==> src/core/sacc_pkg.sv <==
// Purpose: Shared constants for the conversion sequencing and power control block
// Assumes: 250 MHz core clock
// Notes: Conversion time is a parameter default, shortened in simulation
package sacc_pkg;
  localparam int unsigned SACC_CLK_MHZ = 250;
  localparam int unsigned SACC_CONV_NS = 2000;
  localparam int unsigned SACC_CONV_CYC = (SACC_CONV_NS * SACC_CLK_MHZ) / 1000;
  localparam int unsigned SACC_NUM_CH = 4;
  localparam int unsigned SACC_SPAN_W = 3;
  localparam int unsigned SACC_CNT_W = 16;
  localparam logic [2:0] SACC_SPAN_OFF = 3'h0;
  localparam logic SACC_IO_DIFF = 1'b1;
  localparam logic SACC_IO_SE = 1'b0;
  typedef enum logic [2:0] {
    SACC_IDLE = 3'b001,
    SACC_CONV = 3'b010,
    SACC_PDN  = 3'b100
  } sacc_state_t;
endpackage : sacc_pkg

==> src/core/sacc_sync.sv <==
// Purpose: Two-flop synchroniser for pin inputs
// Assumes: One clock domain
// Notes: First stage is read only by the second
`timescale 1ns/10ps
module sacc_sync #(
  parameter int unsigned W = 1
) (
  // Clock and reset
  input wire logic clk_in,
  input wire logic rst_in,
  // Data
  input wire logic [W-1:0] d_in,
  output logic [W-1:0] q_out
);
  logic [W-1:0] meta_q;
  always_ff @(posedge clk_in or posedge rst_in) begin
    if (rst_in) begin
      meta_q <= '0;
      q_out <= '0;
    end else begin
      meta_q <= d_in;
      q_out <= meta_q;
    end
  end
endmodule : sacc_sync

==> src/core/sacc_ctrl.sv <==
// Purpose: Conversion sequencing and power control of a quad simultaneous converter
// Assumes: All pins asynchronous to clk_in; conversion timed by internal counter
// Notes: Analog and readout shifting are outside this block
//   Every pin passes the shared two-flop synchroniser first,
//   so pin activity reaches the state machine two edges late.
//   The strap is caught once, after the synchroniser has filled,
//   and again after each internal global reset.
//   Host shift clock is sampled, never used as a clock.
`timescale 1ns/10ps
module sacc_ctrl
  import sacc_pkg::*;
#(
  parameter int unsigned CONV_CYC = SACC_CONV_CYC
) (
  // Clock and reset
  input wire logic clk_in,
  input wire logic rst_in,
  // Host control pins
  input wire logic conversion_start_pin_in,
  input wire logic power_down_input_in,
  input wire logic bus_select_n_in,
  input wire logic io_mode_strap_in,
  input wire logic host_shift_clock_in,
  // Range configuration per channel
  input wire logic [SACC_NUM_CH*SACC_SPAN_W-1:0] span_cfg_in,
  // Status
  output logic busy_out,
  output logic [SACC_NUM_CH-1:0] hold_out,
  output logic [SACC_NUM_CH*SACC_SPAN_W-1:0] span_latched_out,
  output logic powered_down_out,
  output logic global_reset_out,
  output logic io_diff_out,
  // Serial bus control
  output logic echoed_shift_clock_out,
  output logic bus_drive_en_out,
  output logic shift_clock_gate_out
);
  import sacc_pkg::*;

  logic [4:0] pin_s;
  sacc_sync #(.W(5)) u_sync (
    .clk_in(clk_in),
    .rst_in(rst_in),
    .d_in({conversion_start_pin_in, power_down_input_in, bus_select_n_in,
           io_mode_strap_in, host_shift_clock_in}),
    .q_out(pin_s)
  );
  logic cnv_s, pd_s, cs_n_s, strap_s, host_shift_clock_s;
  assign {cnv_s, pd_s, cs_n_s, strap_s, host_shift_clock_s} = pin_s;

  typedef struct packed {
    sacc_state_t st;
    logic [SACC_CNT_W-1:0] cnt;
    logic cnv_prev;
    logic pd_prev;
    logic host_shift_clock_prev;
    logic pd_armed;
    // Counts sync fill after reset before the strap is caught
    logic [1:0] strap_wait;
    logic busy;
    logic [SACC_NUM_CH-1:0] hold;
    logic [SACC_NUM_CH*SACC_SPAN_W-1:0] span;
    logic pdn;
    logic grst;
    logic diff;
    logic echoed_shift_clock;
    logic bus_en;
    logic gate;
  } sacc_regs_t;

  sacc_regs_t r_q, r_d;
  logic cnv_rise, pd_rise, host_shift_clock_rise;

  // Rising edge of a synchronised level against its last sample
  function automatic logic edge_rise(input logic now_v, input logic prev_v);
    return now_v & ~prev_v;
  endfunction : edge_rise

  // Final count of a running conversion
  function automatic logic conv_last(input sacc_regs_t r);
    return (r.st == SACC_CONV) && (r.cnt == '0);
  endfunction : conv_last

  // Timing of a start, counted in clk_in edges from the pin edge:
  //   edge 1 first sync stage, edge 2 second stage,
  //   edge 3 edge detect and busy raised in one step.
  // Busy then stands CONV_CYC edges; the counter is loaded
  // with CONV_CYC - 1 because the zero count is itself a cycle.
  // Power down is a level, not an edge: while it stands the
  // state machine parks in SACC_PDN once any running conversion
  // has ended, and start edges are lost.
  // The edge history keeps running there, so a start pin that
  // is already high on release gives no false start.
  // Global reset clears every field, then restores the edge
  // history so the pins as they stand raise no edge next cycle.
  // Echo toggles use the sampled host clock, so the host
  // clock must stay well below half of clk_in.
  always_comb begin
    r_d = r_q;
    cnv_rise = edge_rise(cnv_s, r_q.cnv_prev);
    pd_rise = edge_rise(pd_s, r_q.pd_prev);
    host_shift_clock_rise = edge_rise(host_shift_clock_s, r_q.host_shift_clock_prev);
    r_d.cnv_prev = cnv_s;
    r_d.pd_prev = pd_s;
    r_d.host_shift_clock_prev = host_shift_clock_s;
    r_d.grst = 1'b0;
    // Strap caught once, only after the synchroniser has filled;
    // catching it earlier would read the cleared sync stages
    if (r_q.strap_wait != 2'h3) begin
      r_d.strap_wait = r_q.strap_wait + 2'h1;
      if (r_q.strap_wait == 2'h2) begin
        r_d.diff = strap_s ? SACC_IO_DIFF : SACC_IO_SE;
      end
    end

    // Second power-down raise with no conversion between
    if (pd_rise) begin
      r_d.pd_armed = 1'b1;
      if (r_q.pd_armed) begin
        r_d = '0;
        r_d.st = SACC_IDLE;
        r_d.grst = 1'b1;
        r_d.cnv_prev = cnv_s;
        r_d.pd_prev = pd_s;
        r_d.host_shift_clock_prev = host_shift_clock_s;
      end
    end
    if (!r_d.grst) begin
      case (r_q.st)
        SACC_IDLE: begin
          if (pd_s) begin
            r_d.st = SACC_PDN;
            r_d.pdn = 1'b1;
          end else if (cnv_rise) begin
            // Start ignores bus select entirely
            r_d.st = SACC_CONV;
            r_d.busy = 1'b1;
            r_d.hold = '1;
            r_d.span = span_cfg_in;
            r_d.cnt = SACC_CNT_W'(CONV_CYC - 1);
            r_d.pd_armed = 1'b0;
          end
        end
        SACC_CONV: begin
          // Start edges during a conversion are dropped
          if (conv_last(r_q)) begin
            r_d.busy = 1'b0;
            r_d.hold = '0;
            r_d.echoed_shift_clock = 1'b0;
            if (pd_s) begin
              r_d.st = SACC_PDN;
              r_d.pdn = 1'b1;
            end else begin
              r_d.st = SACC_IDLE;
            end
          end else begin
            r_d.cnt = r_q.cnt - 1'b1;
          end
        end
        SACC_PDN: begin
          // Starts ignored while powered down
          if (!pd_s) begin
            r_d.st = SACC_IDLE;
            r_d.pdn = 1'b0;
          end
        end
        default: begin
          r_d.st = SACC_IDLE;
        end
      endcase
      // Bus follows select; echo clock gated by select
      r_d.bus_en = ~cs_n_s;
      r_d.gate = ~cs_n_s;
      // Force-low at busy fall wins over a toggle in that cycle
      if (!cs_n_s && host_shift_clock_rise && !conv_last(r_q)) begin
        r_d.echoed_shift_clock = ~r_q.echoed_shift_clock;
      end
    end
  end


  // Asynchronous clear; state field takes its one-hot idle code
  always_ff @(posedge clk_in or posedge rst_in) begin
    if (rst_in) begin
      r_q <= '0;
      r_q.st <= SACC_IDLE;
    end else begin
      r_q <= r_d;
    end
  end


  // Outputs straight from the state register
  assign busy_out = r_q.busy;
  for (genvar ch = 0; ch < SACC_NUM_CH; ch++) begin : g_chan
    // Every channel holds and latches its range on one edge
    assign hold_out[ch] = r_q.hold[ch];
    assign span_latched_out[ch*SACC_SPAN_W +: SACC_SPAN_W] = r_q.span[ch*SACC_SPAN_W +: SACC_SPAN_W];
  end
  assign powered_down_out = r_q.pdn;
  assign global_reset_out = r_q.grst;
  assign io_diff_out = r_q.diff;
  assign echoed_shift_clock_out = r_q.echoed_shift_clock;
  assign bus_drive_en_out = r_q.bus_en;
  assign shift_clock_gate_out = r_q.gate;
endmodule : sacc_ctrl

==> config.mk <==
export PLATFORM = sky130hd
export DESIGN_NAME = sacc_ctrl
export DESIGN_NICKNAME = d
export VERILOG_FILES = /design/src/core/sacc_pkg.sv /design/src/core/sacc_sync.sv /design/src/core/sacc_ctrl.sv
export SDC_FILE = /design/constraint.sdc
export NUM_CORES = 1
export LEC_CHECK = 0
export ABC_AREA = 1
export BUFFER_PORTS_ARGS = -buffer_cell sky130_fd_sc_hd__buf_4
export CORE_ASPECT_RATIO = 1.5
export CORE_UTILIZATION = 54
export DETAILED_ROUTE_END_ITERATION = 8
export PLACE_DENSITY = 0.76
export SETUP_SLACK_MARGIN = 0.02
export SLEW_MARGIN = 15
export SYNTH_ARGS = -nofsm -noshare
export SYNTH_HDL_FRONTEND = slang
export SYNTH_SLANG_ARGS = --single-unit
==> constraint.sdc <==
create_clock -name clk_in -period 2.95 [get_ports clk_in]
set_input_delay 0.295 -clock clk_in [delete_from_list [all_inputs] [get_ports clk_in]]
set_output_delay 0.295 -clock clk_in [all_outputs]
set_load 0.05 [all_outputs]
==> flow_summary.ini <==
[clock_network]
ctsResizeCount = 0
cts_buffers = 9
cts.sinks = 57
ctsRootBufferMaster = clkbuf_8
cts_tree = built
clock_latency_ns = 0.34
postCtsSetupRepairBufs = 0
htree_levels = 3
postCtsHoldBufs = 1
cts.clk_slew.worst_paths_ns = 0.07
clockBufferDepth = 2

[floorplan]
boundaryPins = 42
initial_core_util = 0.5606
die_h_um = 94.13
die_x_um = 63.42
die-area_um2 = 5969
num_rows = 33
core_area_um2 = 5450

[pwr]
fin_total_pwr_w = 0.004084
p_per_area_nw_per_um2 = 1165
p_leak_nw = 1.919
vdd_ir_drop_max_v = 0.0006910

[timing]
fin_ws_ns = 0.7118
grt_setup_unrepaired = false
period_needed_ns = 2.238
post-route-period-util = 0.7587
fmax_mhz = 446.8
clock_skew_ns = 0.006697
hold_viol_final = 0
finalSetupViolCount = 0
drv_slew = 0
worst_pin_slew_ns = 0.9437
whs_ns = 0.06418
max_slew_margin = 0.3686
tns_ns = 0

[logic_synthesis]
yosys.area_share.simple = 0.3288
yosys_warnings = 0
synth_compound_area_frac = 0.06224
ys_top_cells_by_area = dfrtp_1 46%, nand2_1 15%, nand3_1 7.0%
syn_nets = 413
synthMuxAreaShare = 0
seq_area_frac_synth = 0.4672
avgSynthCellArea_um2 = 7.814
synth_area_um2 = 3055
ys_types = 31
synth_top_family_by_area = simple AND/OR/NAND/NOR gates
synth_edf_count = 0
synth_cells = 391
yosys.area_share.adder = 0.01229
synth-async-reset-ratio = 1.000
ys_seq_elements = 57
yosysTopAreaCell = dfrtp_1
synth_top_cell_area_share = 0.4586
synth_xor_xnor_area_share = 0.01720
synth_ff_type = dfrtp_1

[critical_path]
path_class = reg -> reg
worstPathArrival_ns = 2.51
path_max_fanout = 12
crit_start = u_sync.q_out[3]$_DFF_PP0_
required_ns = 3.22
reg2reg_slack_ns = 0.71
worst_setup_path_start_kind = register
worstSetupEndpointType = register
r2r-start = u_sync.q_out[3]$_DFF_PP0_

[worst_hold_path]
min-delay-start = conversion_start_pin_in
hp-class = in -> reg

[placement]
place_ws_ns = 0.7869
gp_congestion = 0.9005
hpwl_mm = 4.596
io_buffers = 41

[grt]
grt_pass1_vias = 2462
grt_first_pass_wirelength_mm = 10.95
grt_start_max_net_pins = 48
overflow = 0
grt_usage = 0.2430
antenna_found_initial = 0

[routing]
wl_per_cell_um = 13.58
drt_iter0_drc = 107
drc = 0
drt_wl_total_mm = 6.721
postRouteAntennaNets = 0
viasPerCell = 5.246
first_pass_iters = 4
vias = 2597

[final_layout]
drive_gt1_frac = 0.2024
fill_cells = 490
final_nets = 442
n_antenna_cell = 0
syn_to_final_growth_pct = 14.78

[outcome]
status = complete, no violations

[job]
drv_cap = 0
-- final timing paths --
path	end	depth (start not counted)
worst min register to register	u_sync.q_out[4]$_DFF_PP0_	0
worst min-delay path	u_sync.meta_q[4]$_DFF_PP0_	1
worst max-delay path	span_latched_out[7]$_DFF_PP0_	7
min in group asynchronous	echoed_shift_clock_out$_DFF_PP0_	3
worst max register to register	span_latched_out[7]$_DFF_PP0_	7
max in group asynchronous	r_q[30]$_DFF_PP0_	4
-- Yosys cell counts (3+ instances only) --
cell / n
a21oi_1: 9
buf_2: 4
buf_4: 19
dfrtp_1: 56
ha_1: 3
inv_1: 34
inv_2: 6
nand2_1: 126
nand2_2: 5
nand3_1: 43
nand4_1: 5
nor2_1: 28
nor2_2: 7
o211ai_1: 6
o21ai_0: 11
o21ai_1: 6
xor2_1: 4
-- critical path, cell delays in order, from the launching register on --
cell	delay, ns
dfrtp_1	0.50
inv_2	0.12
nor2_4	0.11
ha_1	0.42
clkinv_1	0.33
nand3_1	0.43
nand3_1	0.15
nand2_1	0.12
-- metal layers --
metal  track usage  share of wire  vias to the layer above
met4        0.1269          0.036                        0
li1              -              -                     1277
met3       0.06068          0.043                       21
met1        0.2756           0.41                     1216
met2        0.4167           0.51                       83
met5             0              0                        -
-- state kept, by name (all words and copies together), names as in the netlist --
signal / cells
u_sync.q_out: 5
busy_out: 1
r_q: 25
u_sync.meta_q: 5
io_diff_out: 1
powered_down_out: 1
bus_drive_en_out: 1
global_reset_out: 1
echoed_shift_clock_out: 1
span_latched_out: 12
hold_out: 4
-- cells by family (layout without fill, tap and decap cells) --
family / count (synthesis) / count (layout)
XOR/XNOR: 6 / 6
buffers and inverters: 67 / 101
flip-flops: 57 / 57
adder cells (fa/ha/maj): 3 / 3
AO/OA/AOI/OAI: 34 / 34
AND/OR/NAND/NOR: 224 / 224
-- report_power, final --
part	internal, W	switching (W)	total, W
Sequential	0.00103	0.000199	0.00123
Combinational	0.000622	0.00143	0.00205
Clock	0.000497	0.000306	0.000802
Total	0.00215	0.00193	0.00408
-- per-stage QoR --
step / utilization / area (um^2) / instances
2_1_floorplan: - / 3055 / 391
3_3_place_gp: 0.6012 / 3277 / 478
3_5_place_dp: 0.6012 / 3277 / 478
4_1_cts: 0.6435 / 3507 / 495
5_1_grt: 0.6435 / 3507 / 495
6_report: 0.6435 / 3507 / 495
-- final cells by class --
class / instances / area, um^2 / share of cell area
Clock buffer: 11 / 141.4 / 0.04031
Clock inverter: 5 / 78.83 / 0.02248
Inverter: 41 / 153.9 / 0.04388
Multi-Input combinational cell: 267 / 1285 / 0.3664
Sequential cell: 57 / 1428 / 0.4071
Tap cell: 70 / 87.58 / 0.02497
Timing Repair Buffer: 44 / 332.8 / 0.09490
-- cells in the final DEF, fill, tap and decap left out --
master	synthesis	final
clkinv_4	0	1
nand2_4	1	1
nand3_4	1	1
o211ai_1	6	6
clkbuf_1	1	1
inv_1	34	33
buf_4	19	43
clkinv_1	1	1
nand2_2	5	5
nor2_4	2	2
clkinv_2	0	2
xor2_1	4	4
nand2_1	126	126
xnor2_1	2	2
nand3b_1	1	1
nand3_2	2	2
inv_2	6	7
a21oi_1	9	9
nand4_1	5	5
nor2_2	7	7
o21ai_0	11	11
bufinv_16	0	2
nand3_1	43	43
dfrtp_1	56	56
nor3_4	1	1
ha_1	3	3
o21ai_1	6	6
dfstp_2	1	1
o22ai_1	1	1
nor3_1	2	2
a21oi_2	1	1
clkbuf_8	0	10
nor2_1	28	28
dlygate4sd3_1	0	1
No activity file was read; power rests on OpenSTA's default activity.
